### src/inc/pgfs_pkg.sv
// Package with register map and reset values for the port one block
package pgfs_pkg;
   localparam int ADDR_W = 4;
   // Word registers on classic Wishbone, byte address
   localparam logic [3:0] OFS_FUNC_SEL = 4'h0;
   localparam logic [3:0] OFS_DIRECTION = 4'h4;
   localparam logic [3:0] OFS_OUT_LATCH = 4'h8;
   // Field positions in the function-select register
   localparam int FS_TIMER_CLK = 0;
   localparam int FS_SERIAL_TX = 1;
   localparam int FS_EXT_INT0 = 4;
   localparam int FS_EXT_INT1 = 5;
   localparam int FS_EXT_INT2 = 6;
   localparam int FS_EXT_INT3 = 7;
   // Reserved bit positions
   localparam int RSV_BIT = 3;
   localparam logic [7:0] FS_RSV_MASK = 8'h0C;
   localparam logic [7:0] PORT_RSV_MASK = 8'h08;
   // Writable bits of each register
   localparam logic [7:0] FS_WR_MASK = 8'hF3;
   localparam logic [7:0] PORT_WR_MASK = 8'hF7;
   // Values after reset
   localparam logic [7:0] FS_RESET = 8'h00;
   localparam logic [7:0] DIR_RESET = 8'h00;
   localparam logic [7:0] LATCH_RESET = 8'h00;
   localparam logic [7:0] SYNC_RESET = 8'h00;
   // Read value of the write-only direction register
   localparam logic [31:0] WO_READ = 32'h0000_0000;
endpackage

### src/inc/pgfs_sync_if.sv
// Interface carrying raw and synchronised pin levels
`timescale 1ns/100ps
interface pgfs_sync_if;
   logic [7:0] raw;
   logic [7:0] sync;
   modport owner (output raw, input sync);
   modport sync_side (input raw, output sync);
endinterface

### src/hdl/pgfs_sync.sv
// Two-stage synchroniser for the port one pin levels
`timescale 1ns/100ps
module pgfs_sync
(
   input wire logic i_ref_clk,
   input wire logic i_reset_n,
   pgfs_sync_if.sync_side bus
);
   logic [7:0] stage_one;
   logic [7:0] stage_two;

   // First stage is read only by the second stage
   always_ff @(posedge i_ref_clk)
   begin
      if (!i_reset_n)
      begin
         stage_one <= pgfs_pkg::SYNC_RESET;
         stage_two <= pgfs_pkg::SYNC_RESET;
      end
      else
      begin
         stage_one <= bus.raw;
         stage_two <= stage_one;
      end
   end

   assign bus.sync = stage_two;
endmodule // pgfs_sync

### src/hdl/pgfs_port_one.sv
// Port one GPIO with function select behind a classic Wishbone slave
//
// Local design decisions: the placing of the registers and register access over Wishbone.
`timescale 1ns/100ps
// Contract
// - Select bit 7 routes pin seven to int3/trigger
// - Select bit 6 routes pin six to int2
// - Select bit 5 routes pin five to int1
// - Select bit 4 routes pin four to int0
// - Select bit 1 drives port-two pin two serial
// - Select bit 0 drives pin zero timer clock
// - Select bits 3 and 2 read as one
// - Direction one drives pin, zero makes input
// - Direction per pin, write-only, bit 3 unused
// - Latch holds output value, written bitwise
// - Output pins read back latch value
// - Input pins read back live pin level
// - Latch bit 3 reads as one
// - All functional bits reset to zero
// - Direction ignored by pin enables while function selected; read-back still follows direction
module pgfs_port_one
(
   input wire logic i_ref_clk,
   input wire logic i_reset_n,
   input wire logic i_wb_cyc,
   input wire logic i_wb_stb,
   input wire logic i_wb_we,
   input wire logic [pgfs_pkg::ADDR_W-1:0] i_wb_adr,
   input wire logic [3:0] i_wb_sel,
   input wire logic [31:0] i_wb_dat,
   output logic [31:0] o_wb_dat,
   output logic o_wb_ack,
   output logic o_wb_err,
   input wire logic [7:0] i_pin,
   output logic [7:0] o_pin,
   output logic [7:0] o_pin_oe,
   input wire logic i_serial_tx,
   input wire logic i_timer_clock_output,
   input wire logic i_port_two_pin_two_out,
   input wire logic i_port_two_pin_two_oe,
   output logic o_port_two_pin_two,
   output logic o_port_two_pin_two_oe,
   output logic o_ext_int_zero_pin,
   output logic o_ext_int_one_pin,
   output logic o_ext_int_two_pin,
   output logic o_ext_int_three_pin,
   output logic o_timer_trigger_input
);
   logic [7:0] port_one_function_select;
   logic [7:0] port_one_direction;
   logic [7:0] port_one_output_latch;
   logic [7:0] pin_level;
   logic [7:0] next_pin;
   logic [7:0] next_oe;
   logic [31:0] next_rdata;
   logic req;
   logic hit;
   logic wr_fire;

   pgfs_sync_if sync_bus ();

   // Merge byte-lane zero into a register, keeping fixed bits
   function automatic logic [7:0] merge_byte(input logic [7:0] cur,
      input logic [7:0] data, input logic lane, input logic [7:0] wmask);
      merge_byte = lane ? ((cur & ~wmask) | (data & wmask)) : cur;
   endfunction

   assign sync_bus.raw = i_pin;
   assign pin_level = sync_bus.sync;

   pgfs_sync u_sync
   (
      .i_ref_clk (i_ref_clk),
      .i_reset_n (i_reset_n),
      .bus (sync_bus.sync_side)
   );

   // One-cycle ack; ack low in the cycle after it so requests do not repeat
   assign req = i_wb_cyc && i_wb_stb && !o_wb_ack && !o_wb_err;
   assign hit = (i_wb_adr == pgfs_pkg::OFS_FUNC_SEL)
      || (i_wb_adr == pgfs_pkg::OFS_DIRECTION)
      || (i_wb_adr == pgfs_pkg::OFS_OUT_LATCH);
   assign wr_fire = req && hit && i_wb_we;

   always_ff @(posedge i_ref_clk)
   begin
      if (!i_reset_n)
      begin
         o_wb_ack <= 1'b0;
         o_wb_err <= 1'b0;
      end
      else
      begin
         o_wb_ack <= req && hit;
         o_wb_err <= req && !hit;
      end
   end

   // Function select register
   always_ff @(posedge i_ref_clk)
   begin
      if (!i_reset_n)
      begin
         port_one_function_select <= pgfs_pkg::FS_RESET;
      end
      else if (wr_fire && i_wb_adr == pgfs_pkg::OFS_FUNC_SEL)
      begin
         port_one_function_select <= merge_byte(port_one_function_select,
            i_wb_dat[7:0], i_wb_sel[0], pgfs_pkg::FS_WR_MASK);
      end
   end

   // Direction register; bit 3 is never stored
   always_ff @(posedge i_ref_clk)
   begin
      if (!i_reset_n)
      begin
         port_one_direction <= pgfs_pkg::DIR_RESET;
      end
      else if (wr_fire && i_wb_adr == pgfs_pkg::OFS_DIRECTION)
      begin
         port_one_direction <= merge_byte(port_one_direction,
            i_wb_dat[7:0], i_wb_sel[0], pgfs_pkg::PORT_WR_MASK);
      end
   end

   // Output latch
   always_ff @(posedge i_ref_clk)
   begin
      if (!i_reset_n)
      begin
         port_one_output_latch <= pgfs_pkg::LATCH_RESET;
      end
      else if (wr_fire && i_wb_adr == pgfs_pkg::OFS_OUT_LATCH)
      begin
         port_one_output_latch <= merge_byte(port_one_output_latch,
            i_wb_dat[7:0], i_wb_sel[0], pgfs_pkg::PORT_WR_MASK);
      end
   end

   // Read mux
   always_comb
   begin
      next_rdata = 32'h0000_0000;
      if (i_wb_adr == pgfs_pkg::OFS_FUNC_SEL)
      begin
         next_rdata[7:0] = port_one_function_select
            | pgfs_pkg::FS_RSV_MASK;
      end
      else if (i_wb_adr == pgfs_pkg::OFS_DIRECTION)
      begin
         next_rdata = pgfs_pkg::WO_READ;
      end
      else if (i_wb_adr == pgfs_pkg::OFS_OUT_LATCH)
      begin
         // Live level only after two-stage sync, so reads lag pins
         next_rdata[7:0] = (port_one_direction & port_one_output_latch)
            | (~port_one_direction & pin_level)
            | pgfs_pkg::PORT_RSV_MASK;
      end
   end

   always_ff @(posedge i_ref_clk)
   begin
      if (!i_reset_n)
      begin
         o_wb_dat <= 32'h0000_0000;
      end
      else if (req)
      begin
         o_wb_dat <= hit ? next_rdata : 32'h0000_0000;
      end
   end

   // Pin drivers
   always_comb
   begin
      next_pin = port_one_output_latch;
      next_oe = port_one_direction & pgfs_pkg::PORT_WR_MASK;
      // Selected input functions tri-state the pin regardless of direction
      next_oe[7:4] = port_one_direction[7:4]
         & ~port_one_function_select[7:4];
      if (port_one_function_select[pgfs_pkg::FS_TIMER_CLK])
      begin
         next_pin[0] = i_timer_clock_output;
         next_oe[0] = 1'b1;
      end
   end

   always_ff @(posedge i_ref_clk)
   begin
      if (!i_reset_n)
      begin
         o_pin <= 8'h00;
         o_pin_oe <= 8'h00;
      end
      else
      begin
         o_pin <= next_pin;
         o_pin_oe <= next_oe;
      end
   end

   // Neighbouring port pin two handed to the serial transmitter
   always_ff @(posedge i_ref_clk)
   begin
      if (!i_reset_n)
      begin
         o_port_two_pin_two <= 1'b0;
         o_port_two_pin_two_oe <= 1'b0;
      end
      else if (port_one_function_select[pgfs_pkg::FS_SERIAL_TX])
      begin
         o_port_two_pin_two <= i_serial_tx;
         o_port_two_pin_two_oe <= 1'b1;
      end
      else
      begin
         o_port_two_pin_two <= i_port_two_pin_two_out;
         o_port_two_pin_two_oe <= i_port_two_pin_two_oe;
      end
   end

   // Function inputs idle high when deselected, as active-low interrupts
   always_ff @(posedge i_ref_clk)
   begin
      if (!i_reset_n)
      begin
         o_ext_int_zero_pin <= 1'b1;
         o_ext_int_one_pin <= 1'b1;
         o_ext_int_two_pin <= 1'b1;
         o_ext_int_three_pin <= 1'b1;
         o_timer_trigger_input <= 1'b1;
      end
      else
      begin
         o_ext_int_zero_pin <= port_one_function_select[pgfs_pkg::FS_EXT_INT0]
            ? pin_level[4] : 1'b1;
         o_ext_int_one_pin <= port_one_function_select[pgfs_pkg::FS_EXT_INT1]
            ? pin_level[5] : 1'b1;
         o_ext_int_two_pin <= port_one_function_select[pgfs_pkg::FS_EXT_INT2]
            ? pin_level[6] : 1'b1;
         o_ext_int_three_pin <=
            port_one_function_select[pgfs_pkg::FS_EXT_INT3]
            ? pin_level[7] : 1'b1;
         o_timer_trigger_input <=
            port_one_function_select[pgfs_pkg::FS_EXT_INT3]
            ? pin_level[7] : 1'b1;
      end
   end

   property p_fs_read_rsv;
      @(posedge i_ref_clk) disable iff (!i_reset_n)
      (req && !i_wb_we && i_wb_adr == pgfs_pkg::OFS_FUNC_SEL)
      |=> (o_wb_ack && o_wb_dat[3:2] == 2'b11);
   endproperty
   a_fs_read_rsv: assert property (p_fs_read_rsv)
      else $error("Reserved select bits not read as one");

   property p_latch_rsv;
      @(posedge i_ref_clk) disable iff (!i_reset_n)
      (req && !i_wb_we && i_wb_adr == pgfs_pkg::OFS_OUT_LATCH)
      |=> o_wb_dat[3];
   endproperty
   a_latch_rsv: assert property (p_latch_rsv)
      else $error("Latch bit 3 not read as one");

   property p_read_out;
      @(posedge i_ref_clk) disable iff (!i_reset_n)
      (req && !i_wb_we && i_wb_adr == pgfs_pkg::OFS_OUT_LATCH
         && port_one_direction[0])
      |=> o_wb_dat[0] == $past(port_one_output_latch[0]);
   endproperty
   a_read_out: assert property (p_read_out)
      else $error("Output pin read did not return latch");

   property p_read_in;
      @(posedge i_ref_clk) disable iff (!i_reset_n)
      (req && !i_wb_we && i_wb_adr == pgfs_pkg::OFS_OUT_LATCH
         && !port_one_direction[1])
      |=> o_wb_dat[1] == $past(i_pin[1], 3);
   endproperty
   a_read_in: assert property (p_read_in)
      else $error("Input pin read did not return pin level");

   property p_dir_read_zero;
      @(posedge i_ref_clk) disable iff (!i_reset_n)
      (req && !i_wb_we && i_wb_adr == pgfs_pkg::OFS_DIRECTION)
      |=> o_wb_dat == 32'h0000_0000;
   endproperty
   a_dir_read_zero: assert property (p_dir_read_zero)
      else $error("Direction register read not zero");

   property p_fs_oe;
      @(posedge i_ref_clk) disable iff (!i_reset_n)
      port_one_function_select[pgfs_pkg::FS_EXT_INT0] |=> !o_pin_oe[4];
   endproperty
   a_fs_oe: assert property (p_fs_oe)
      else $error("Pin four driven while used as interrupt");

   property p_tmr_clk;
      @(posedge i_ref_clk) disable iff (!i_reset_n)
      port_one_function_select[0]
      |=> (o_pin_oe[0] && o_pin[0] == $past(i_timer_clock_output));
   endproperty
   a_tmr_clk: assert property (p_tmr_clk)
      else $error("Timer clock not driven on pin zero");

   property p_drive_latch;
      @(posedge i_ref_clk) disable iff (!i_reset_n)
      (port_one_direction[2] && !port_one_function_select[0])
      |=> (o_pin_oe[2] && o_pin[2] == $past(port_one_output_latch[2]));
   endproperty
   a_drive_latch: assert property (p_drive_latch)
      else $error("Output pin not driven from latch");

   property p_trig_route;
      @(posedge i_ref_clk) disable iff (!i_reset_n)
      port_one_function_select[pgfs_pkg::FS_EXT_INT3]
      |=> (o_timer_trigger_input == $past(pin_level[7])
         && o_ext_int_three_pin == $past(pin_level[7]));
   endproperty
   a_trig_route: assert property (p_trig_route)
      else $error("Pin seven not routed to interrupt and trigger");

   property p_int1_route;
      @(posedge i_ref_clk) disable iff (!i_reset_n)
      port_one_function_select[pgfs_pkg::FS_EXT_INT1]
      |=> o_ext_int_one_pin == $past(pin_level[5]);
   endproperty
   a_int1_route: assert property (p_int1_route)
      else $error("Pin five not routed to interrupt one");

   property p_serial_route;
      @(posedge i_ref_clk) disable iff (!i_reset_n)
      port_one_function_select[pgfs_pkg::FS_SERIAL_TX]
      |=> (o_port_two_pin_two_oe
         && o_port_two_pin_two == $past(i_serial_tx));
   endproperty
   a_serial_route: assert property (p_serial_route)
      else $error("Serial transmit not driven on port two pin two");

   property p_gpio_oe;
      @(posedge i_ref_clk) disable iff (!i_reset_n)
      !port_one_function_select[pgfs_pkg::FS_EXT_INT1]
      |=> o_pin_oe[5] == $past(port_one_direction[5]);
   endproperty
   a_gpio_oe: assert property (p_gpio_oe)
      else $error("General pin five enable does not follow direction");
endmodule // pgfs_port_one

### config.mk
export PLATFORM = sky130hd
export DESIGN_NAME = pgfs_port_one
export DESIGN_NICKNAME = d
export VERILOG_FILES = /design/src/inc/pgfs_pkg.sv /design/src/inc/pgfs_sync_if.sv /design/src/hdl/pgfs_sync.sv /design/src/hdl/pgfs_port_one.sv
export SDC_FILE = /design/constraint.sdc
export NUM_CORES = 1
export LEC_CHECK = 0
export ABC_AREA = 1
export BUFFER_PORTS_ARGS = -buffer_cell sky130_fd_sc_hd__buf_2
export CAP_MARGIN = 20
export CORE_ASPECT_RATIO = 1.75
export CORE_MARGIN = 2
export CORE_UTILIZATION = 47
export CTS_BUF_LIST = sky130_fd_sc_hd__clkbuf_16
export DETAILED_ROUTE_END_ITERATION = 12
export PLACE_DENSITY = 0.86
export SYNTH_ARGS = -nofsm -noshare
export SYNTH_HDL_FRONTEND = slang
export SYNTH_SLANG_ARGS = --single-unit
export TNS_END_PERCENT = 10
### constraint.sdc
create_clock -name i_ref_clk -period 1.69 [get_ports i_ref_clk]
set_input_delay 0.338 -clock i_ref_clk [delete_from_list [all_inputs] [get_ports i_ref_clk]]
set_output_delay 0.338 -clock i_ref_clk [all_outputs]
set_load 0.01 [all_outputs]
# Word-level counts from Yosys, hierarchy flattened

Cells that the tools add are included.

Output and inout port bits: 57
Register bits: 96
Input port bits: 57
Logic and storage cells: 58

Reductions and logical operators: 22
Equal/unequal tests: 2
Muxes and demuxes: 8
Bitwise gates (word level): 9

Operators with widths:

| operator                                                              | count |
|---|---|
| 8-bit two-way mux                                                     | 4 |
| 4-bit by 8-bit bitwise OR with 8-bit output                           | 3 |
| 8-bit bitwise AND                                                     | 2 |
| 2-bit AND reduction                                                   | 7 |
| 1-bit logical AND                                                     | 9 |
| 8-bit NOT                                                             | 1 |
| 8-bit bitwise OR                                                      | 1 |
| 4-bit bitwise AND                                                     | 1 |
| 4-bit by 3-bit equality test with 1-bit output, second input constant | 1 |
| 4-bit equality test, second input constant                            | 1 |
| 4-bit zero test                                                       | 1 |
| 1-bit two-way mux                                                     | 4 |
| 4-bit NOT                                                             | 1 |
| 1-bit zero test                                                       | 3 |
| 1-bit logical OR                                                      | 2 |

# Logic depth before layout (Yosys ltp)

Gate-level depths: netlist of the first run.

Depth after elaboration: 7
Mapped depth: 9
Depth with buffers taken out: 8

# Cells and area by module

From an unflattened synthesis of the first run, not the netlist that was laid out.

Cells, all modules: 356
Area, all modules: 2740.1 sq um

Modules (own cells, without submodules):

| module        | cells an instance | area an instance (sq um) | sequential area each (sq um) | instances |
|---|---|---|---|---|
| pgfs_port_one | 306               | 2255.9                   | 1001.0                       | 1 |
| pgfs_sync     | 50                | 484.2                    | 320.3                        | 1 |

# Least setup slack after synthesis of the first run

OpenSTA, ideal clock, no wires.

Path type: flip-flop to flip-flop
Start point: register o_wb_ack
End point: register port_one_direction[0]
Required time: 1577 ps
Library setup time: 113 ps
Period minus slack after synthesis: 1256 ps
Data arrival time: 1143 ps
Path slack: 434 ps
Stages on the path, launching flop included: 8
Buffers on the path: 1
Cell sequence: dfxtp_1 nor2_2 nand2_2 nor2_4 nand3_2 buf_2 nor2_1 nor2_1

Word-level cells in the longest chain between the ends: 7

RTL lines:

| element                         | line                 | text |
|---|---|---|
| from (decl)                     | pgfs_port_one.sv:32  | `output logic o_wb_ack,` |
| from (signal assigned)          | pgfs_port_one.sv:94  | `o_wb_ack <= req && hit;` |
| 1-bit zero test                 | pgfs_port_one.sv:79  | `assign req = i_wb_cyc && i_wb_stb && !o_wb_ack && !o_wb_err;` |
| 1-bit logical AND (2 in series) | pgfs_port_one.sv:79  |  |
| 1-bit logical AND (2 in series) | pgfs_port_one.sv:83  | `assign wr_fire = req && hit && i_wb_we;` |
| 1-bit logical AND               | pgfs_port_one.sv:120 | `else if (wr_fire && i_wb_adr == pgfs_pkg::OFS_DIRECTION)` |
| 2-bit AND reduction (no line)   | n/a                  |  |
| to (signal assigned)            | pgfs_port_one.sv:118 | `port_one_direction <= pgfs_pkg::DIR_RESET;` |
| to (signal assigned)            | pgfs_port_one.sv:122 | `port_one_direction <= merge_byte(port_one_direction,` |
| to (decl)                       | pgfs_port_one.sv:50  | `logic [7:0] port_one_direction;` |

Every way passes these cells.
A chain may end at the register's enable or synchronous reset.

# Worst setup path after layout of the first run

Start point: register o_wb_ack
End point: register port_one_direction[5]

The elaborated chain is that of the path after synthesis.

==> run metrics, run 1 <==
Mapped Area=roughly 0.0026 mm2; setup ws final=roughly 250 ps; commonest non-fill, non-tap cell in the layout=nand2_1; crit path max fanout=14; synthesis-to-finish area growth=20.3%; crit path to=port_one_direction[5]; clk sinks=64; # setup viols final=0; Tot GR Track Use=about 18%; R2R Path End=port_one_direction[5]; Synth Area per Inst=~7 um2; vias in the first global route=approximately 1900; initial antenna violation count=1; Internal=between 2 and 3 mW; starting density of the core=47.7%; Clock Pin Slew Worst Setup and Hold Paths=50 ps; crit end category=register; RSZ-0062 raised after global routing=false; crit start category=register; commonest cells after routing, fill and taps aside=92 x nand2_1, 78 x inv_1, 64 x dfxtp_1; Detail Route Antenna Nets=0; Nets=between 400 and 500; Leakage=roughly 1.8 nW; Clk pwr share=between 40 and 50%; TritonCTS clock tree=yes; clock tree buffer depth=2; Die Ht=between 100 and 150 um; die span in x=60.5 um; grt total ovfl=0; Worst EP required=1900 ps; H-tree Lvls=3; setup_tns=0 ps; io pins=about 110; largest net degree at the start of global routing=47; Inserted Clock Buffers=9; HPWL Detailed=approximately 3700 um; total of max-cap violations=0; minimum clock period=about 1400 ps; IO Port Bufs=between 50 and 60; crit path DAT=1650 ps; critical path class=register to register; Root Driver=clkbuf_16; maximum VDD drop=0.000653 V; worst r2r src=o_wb_ack; clock skew=~6 ps; Ys Warns=0; Seq/Total Area, Yosys=48.9%; First-pass DRT Iterations=4; worst hold path type=primary input to register; Comb pwr share=approximately 5.2%; P_sw=0.690 mW; worst-skew pair later-pin latency=about 320 ps; detailed-route DRC error count=0; switching part of the total=between 20% and 30%; flops & latches, synth=64; period utilisation layout=85.3%; post-cts hold buffer count=0; Rows=36; fill cell count=527; Placer Congestion=roughly 0.8; status=finished clean; Via density=approximately 4.3; initial drt markers=96; post-synth cell types=20; first-pass GRT wire length=around 8100 um; layout cells sized above 1=19.2%; Post-CTS Resized=0; fmax=approximately 700 MHz; final hold vios=0; pwr/cell area=a little over 1000 mW/mm2; Reg2Reg Setup Slack=between 200 and 250 ps; fin. max-slew vios=0; die area=0.00622 mm2; Core Region=between 0.005 and 0.006 mm2; Sequential Power Share=between 40% and 50%; post-CTS setup buffers=0; Worst R2R Path Depth=6; CP Launch Point=o_wb_ack; WL/cell=about 10 um; Routed WL=5070 um; Post-Syn Instances=approximately 360; routed vias=2175; worst slack, placed=between 150 and 200 ps
worst max-delay path: stages, from the launching register on:
cell     delay (ps)
dfxtp_1         310
nor2_2          160
nand2_2         170
nor2_4          150
nand3_2         270
nor2_1          200
nor2_1           60
worst min path at each step:
stage | start | to | cells after the start
2_1_floorplan | u_sync.stage_one[0] | u_sync.bus.sync[0] | 2
3_3_place_gp | u_sync.stage_one[1] | u_sync.bus.sync[1] | 2
3_5_place_dp | u_sync.stage_one[6] | u_sync.bus.sync[6] | 2
4_1_cts | i_pin[1] | u_sync.stage_one[1] | 3
5_1_grt | i_pin[6] | u_sync.stage_one[6] | 3
6_report | i_pin[6] | u_sync.stage_one[6] | 3
per-stage QoR:
stage                     util (%)  hold WS (ps)  area, um2  std cells  power (mW)
after floorplan                  -           390       2720        389        1.72
after global placement        52.8           392       2900        493        1.73
after CTS                     57.4           180       3150        508        3.27
after global routing          57.4           192       3150        509        3.36
final                         57.4           195       3150        509        3.23
after detailed placement      52.8           399       2900        493        1.74
Yosys cell counts:
cell,count,area share [%]
a21oi_1,3,0.57
a21oi_2,1,0.33
buf_1,1,0.14
buf_2,3,0.57
buf_4,28,8.0
clkbuf_1,4,0.57
conb_1,1,0.14
dfxtp_1,64,49
inv_1,73,10
inv_2,1,0.14
nand2_1,92,13
nand2_2,1,0.24
nand3_1,28,5.3
nand3_2,2,0.76
nor2_1,36,5.2
nor2_2,2,0.48
nor2_4,2,0.86
nor3_1,4,0.76
o21ai_0,16,3.1
o21ai_1,2,0.38
flip-flops by register name, indices dropped and copies added, names as in the netlist:
signal	count
u_sync.stage_one	7
o_ext_int_zero_pin	1
o_ext_int_one_pin	1
o_timer_trigger_input	1
u_sync.bus.sync	7
o_pin	7
port_one_direction	7
port_one_function_select	6
port_one_output_latch	7
o_port_two_pin_two	1
o_wb_dat	8
o_ext_int_two_pin	1
o_wb_err	1
o_wb_ack	1
o_pin_oe	7
o_port_two_pin_two_oe	1
routing by layer:
metal	vias to the layer above	share of wire, %	track usage [%]	routed length [um]
met5	-	0	0	0
met4	0	3.0	10.5	153
met3	11	6.4	5.77	326
met2	74	51	30.3	2580
met1	946	40	18.7	2010
li1	1144	-	-	-
power by group through the flow:
stage	logic [mW]	registers (mW)	clock network [mW]
finish	0.169	1.54	1.52
global route	0.191	1.54	1.63
CTS	0.168	1.54	1.56
detailed placement	0.167	1.57	0
global placement	0.163	1.57	0
floorplan	0.147	1.57	0
layout make-up:
| class | instances | area [um2] | area share [%] |
|---|---|---|---|
| inverters | 74 | 278 | 8.81 |
| flip-flops and latches | 64 | 1280 | 40.6 |
| well taps | 76 | 95.1 | 3.01 |
| repair buffers | 64 | 335 | 10.6 |
| multi-input cells | 215 | 913 | 29.0 |
| clock inverters | 6 | 23.8 | 0.754 |
| diodes | 1 | 2.50 | 0.0793 |
| clock buffers | 9 | 225 | 7.14 |
logic make-up after synthesis:
kind of cell / share of synthesized area (%)
other cells: 0.143
flops: 48.9
compound gates: 4.34
simple gates: 26.8
buf+inv: 19.9
Note: power is estimated with default switching activity, not from simulation.
==> run 2, diff against run 1 <==
==> constraint.sdc (replaced) <==
create_clock -name i_ref_clk -period 1.69 [get_ports i_ref_clk]
set_input_delay 0.2535 -clock i_ref_clk [delete_from_list [all_inputs] [get_ports i_ref_clk]]
set_output_delay 0.2535 -clock i_ref_clk [all_outputs]
set_load 0.01 [all_outputs]
==> run 2 against run 1 <==
  * Clock power about the same
  * Clock-buffer cell count unchanged
  * Critical path depth increased by 1
  * Cell area decreased by 0.48%
  * Die area unchanged
  * Fmax decreased by 0.48%
  * Worst setup slack got worse by 7.0 ps
  * Sequential cell count unchanged
  * Core utilization decreased by 0.27 points
==> run metrics, run 2 (synthesized netlist as in run 1, its figures left out) <==
starting density of the core=a little under half; setup_tns=0 ps; synthesis-to-finish area growth=19.7%; most frequent cell on the critical path=nand2_1; grt total ovfl=0; CP max stage delay=roughly 310 ps; largest net degree at the start of global routing=47; IO Port Bufs=slightly below 60; first-pass GRT wire length=around 8400 um; routed vias=about 2200; crit path to=port_one_direction[2]; Via density=4.40; status=finished clean; max reg flops=8; commonest non-fill, non-tap cell in the layout=nand2_1; vias in the first global route=2040; Reg with most FFs=o_wb_dat; First-pass DRT Iterations=5; maximum VDD drop=0.000509 V; CP Launch Point=o_wb_ack; fin. max-slew vios=0; HPWL Detailed=~3800 um; H-tree Lvls=3; layout cells sized above 1=19.1%; die span in x=60.5 um; Nets=484; crit end category=register; Tot GR Track Use=approximately 18%; Worst R2R Path Depth=7; Crit-path slowest cell=dfxtp_1; Core Region=about 0.0055 mm2; initial antenna violation count=1; crit start category=register; Inserted Clock Buffers=9; Leakage=approximately 1.7 nW; worst-skew pair later-pin latency=between 300 and 400 ps; Routed WL=5250 um; worst hold path type=primary input to register; post-cts hold buffer count=0; Placer Congestion=around 0.8; critical path class=register to register; clock tree buffer depth=2; initial drt markers=95; Worst EP required=between 1500 and 2000 ps; RSZ-0062 raised after global routing=false; # setup viols final=0; hold path depth=3; Critical path buffers and inverters=0; total of max-cap violations=0; fmax=between 600 and 700 MHz; total power=~3.2 mW; Post-CTS Resized=0; crit-path leading delay family=simple AND/OR/NAND/NOR gates; Die Ht=between 100 and 150 um; worst r2r src=o_wb_ack; clk sinks=between 60 and 70; Clock Pin Slew Worst Setup and Hold Paths=around 50 ps; Reg2Reg Setup Slack=240 ps; period utilisation layout=a little under nine tenths; crit path DAT=1710 ps; stages on the worst setup path=7; pwr/cell area=1030 mW/mm2; CP cell instances=nor2_2 > nand2_2 > nor2_4 > nand3_2 > nand2_1 > nand2_1 > nor2_1; WL/cell=10.4 um; R2R Path End=port_one_direction[2]; io pins=between 100 and 150; TritonCTS clock tree=yes; Root Driver=clkbuf_16; final hold vios=0; post-CTS setup buffers=0; die area=~0.0062 mm2; Rows=36; Detail Route Antenna Nets=0; crit path max fanout=14; minimum clock period=around 1400 ps; commonest cells after routing, fill and taps aside=92 x nand2_1, 74 x inv_1, 64 x dfxtp_1; clock skew=6.27 ps; detailed-route DRC error count=0
run 2: worst register-to-register path: cells and delay by family (launching register included):
family | cells | cell delay, ps
simple gates | 7 | 1080
flops | 1 | 310
run 2: cell type report:
cell class / count / area [um2]
clock inverters: 4 / 16.3
repair buffers: 63 / 328
well taps: 76 / 95.1
inverters: 74 / 278
fillers: 525 / 2360
clock buffers: 9 / 225
flip-flops and latches: 64 / 1280
diodes: 1 / 2.50
multi-input cells: 215 / 913
run 2: how the worst min path moves through the flow:
stage	start	endpoint	slack [ps]
after floorplan	i_pin[0]	u_sync.stage_one[0]	350
after global placement	u_sync.stage_one[1]	u_sync.bus.sync[1]	390
after detailed placement	u_sync.stage_one[6]	u_sync.bus.sync[6]	400
after CTS	i_pin[7]	u_sync.stage_one[7]	100
after global routing	i_pin[6]	u_sync.stage_one[6]	120
final	i_pin[7]	u_sync.stage_one[7]	110
run 2: per-stage QoR:
step / worst slack (ps) / util [%] / hold slack [ps] / area, um2 / cells
final: 241 / 57.1 / 109 / 3140 / 506
after CTS: 244 / 57.1 / 99.7 / 3140 / 505
after floorplan: 434 / - / 351 / 2720 / 389
after detailed placement: 204 / 52.7 / 397 / 2900 / 492
after global routing: 27.0 / 57.1 / 123 / 3140 / 506
after global placement: 248 / 52.7 / 392 / 2900 / 492
run 2: per-layer routing:
metal	vias to the layer above	track usage [%]	share of wire [%]	routed length (um)
li1	1144	-	-	-
met2	88	32.5	52	2720
met4	0	12.7	3.7	195
met5	-	0	0	0
met1	978	17.9	38	2020
met3	14	5.27	6.2	325
run 2: where the power goes:
group	leakage (nW)	internal, mW	switching (mW)
clock network	0.123	0.943	0.578
registers	0.519	1.53	0.00602
logic	1.10	0.0523	0.116
==> run 3, diff against run 2 <==
--- a/config.mk
+++ b/config.mk
@@ -10,10 +10,10 @@
 export CAP_MARGIN = 20
 export CORE_ASPECT_RATIO = 1.75
 export CORE_MARGIN = 2
-export CORE_UTILIZATION = 47
-export CTS_BUF_LIST = sky130_fd_sc_hd__clkbuf_16
+export CORE_UTILIZATION = 49
+export CTS_BUF_LIST = sky130_fd_sc_hd__clkbuf_4 sky130_fd_sc_hd__clkbuf_8
 export DETAILED_ROUTE_END_ITERATION = 12
-export PLACE_DENSITY = 0.86
+export PLACE_DENSITY = 0.89
 export SYNTH_ARGS = -nofsm -noshare
 export SYNTH_HDL_FRONTEND = slang
 export SYNTH_SLANG_ARGS = --single-unit
==> run 3 against run 2 <==
  * Non-clock buffer count stayed put
  * Routed wire length is 4.8% lower
  * Worst setup slack worse by 12 ps
  * Critical path depth stayed put
  * Hold slack worse by 3.1 ps
  * First-iteration DRC count is 19% lower
  * Core utilization is 1.6 points higher
  * Sequential share of layout area is 1.0 points higher
  * Critical endpoint is now port_one_direction[0]
==> run metrics, run 3 (synthesized netlist as in run 1, its figures left out) <==
detailed-route DRC error count=0; WL/cell=10.3 um; initial antenna violation count=0; status=finished clean; fill cell count=470; fin. max-slew vios=0; pwr/cell area=around 950 mW/mm2; RSZ-0062 raised after global routing=false; P_sw=between 0.6 and 0.7 mW; # diodes=0; worst hold path type=primary input to register; M1 GR Usage=around 18%; R2R Path End=port_one_direction[0]; total power=between 2 and 3 mW; switching part of the total=roughly 22%; critical path class=register to register; initial drt markers=77; First-pass DRT Iterations=4; Reg with most FFs=o_wb_dat; Sequential Power Share=approximately 53%; crit path DAT=between 1500 and 2000 ps; busiest grt layer=met2; clock skew=6.84 ps; crit start category=register; die area=around 0.006 mm2; vias in the first global route=around 2000; commonest cells after routing, fill and taps aside=92 x nand2_1, 73 x inv_1, 64 x dfxtp_1; Worst R2R Path Depth=7; Comb pwr share=around 5.8%; clk sinks=64; Tot GR Track Use=18.4%; minimum clock period=between 1000 and 1500 ps; routed vias=2197; fmax=just under 700 MHz; Detail Route Antenna Nets=0; period utilisation layout=between 80% and 90%; CP Launch Point=o_wb_ack; post-cts hold buffer count=0; maximum VDD drop=about 0.00046 V; Internal=around 2.3 mW; die span in x=between 50 and 60 um; largest net degree at the start of global routing=47; Root Driver=clkbuf_8; Post-CTS Resized=0; io pins=~110; Clk pwr share=roughly two fifths; Rows=35; H-tree Lvls=3; met2 Track Usage GR=between 30% and 40%; post-CTS setup buffers=0; crit end category=register; Clock Pin Slew Worst Setup and Hold Paths=roughly 60 ps; first-pass GRT wire length=around 8200 um; worst r2r src=o_wb_ack; layout cells sized above 1=20.4%; max_slew headroom=66.6%; max reg flops=8; commonest non-fill, non-tap cell in the layout=nand2_1; crit path max fanout=14; Via density=4.51; starting density of the core=approximately half; multi-input logic area=913 um2; TritonCTS clock tree=yes; pin slew with the least headroom to its limit=499 ps; total of max-cap violations=0; Reg2Reg Setup Slack=around 230 ps; Placer Congestion=0.823; Die Ht=101 um; # setup viols final=0; HP Start=i_pin[6]; HPWL Detailed=3670 um; Storage cell area=~0.0013 mm2; final hold vios=0; setup_tns=0 ps; Inserted Clock Buffers=9; clock tree buffer depth=2; final core utilization=between 50% and 60%; crit path to=port_one_direction[0]; Routed WL=around 5000 um; GR Util met3=between 5 and 6%; synthesis-to-finish area growth=16.7%; Core Region=between 0.005 and 0.006 mm2; Worst EP required=about 2000 ps; Nets=about 480; grt total ovfl=0; IO Port Bufs=58; Leakage=1.72 nW; worst-skew pair later-pin latency=between 300 and 400 ps
run 3: power by group through the flow:
stage,logic (mW),clock network (mW),registers [mW]
5_1_grt,0.191,1.30,1.54
2_1_floorplan,0.147,0,1.57
4_1_cts,0.167,1.24,1.53
3_3_place_gp,0.161,0,1.57
3_5_place_dp,0.166,0,1.57
6_report,0.167,1.21,1.53
run 3: worst min-delay path by stage:
stage                                     end  slack, ps  cells after the start
final                     u_sync.stage_one[6]        110                      3
after global routing      u_sync.stage_one[5]        100                      3
after CTS                 u_sync.stage_one[6]         90                      3
after detailed placement   u_sync.bus.sync[4]        400                      2
after global placement     u_sync.bus.sync[1]        390                      2
after floorplan           u_sync.stage_one[0]        350                      2
run 3: final cells by class:
| class | instances | share of cell area (%) |
|---|---|---|
| Sequential cell | 64 | 41.8 |
| Multi-Input combinational cell | 215 | 29.8 |
| Tap cell | 55 | 2.25 |
| Clock inverter | 2 | 0.409 |
| Timing Repair Buffer | 63 | 10.7 |
| Clock buffer | 14 | 5.88 |
| Inverter | 74 | 9.07 |
run 3: worst max-delay path, stage by stage (launching register included):
cell and delay (ps):
dfxtp_1 310, nor2_2 160, nand2_2 160, nor2_4 150, nand3_2 280, nand2_1 160
nand2_1 60, nor2_1 110
run 3: through the flow:
step | hold slack (ps) | area [um2] | setup slack [ps] | cells
after floorplan | 351 | 2720 | 434 | 389
after global placement | 392 | 2870 | 315 | 471
after detailed placement | 399 | 2870 | 261 | 471
after CTS | 87.6 | 3060 | 242 | 487
after global routing | 104 | 3060 | 75.2 | 487
final | 105 | 3060 | 229 | 487
run 3: layer usage:
layer / routed length, um / up-vias
met4: 170 / 0
li1: - / 1142
met1: 1870 / 944
met2: 2590 / 98
met3: 368 / 13
met5: 0 / -
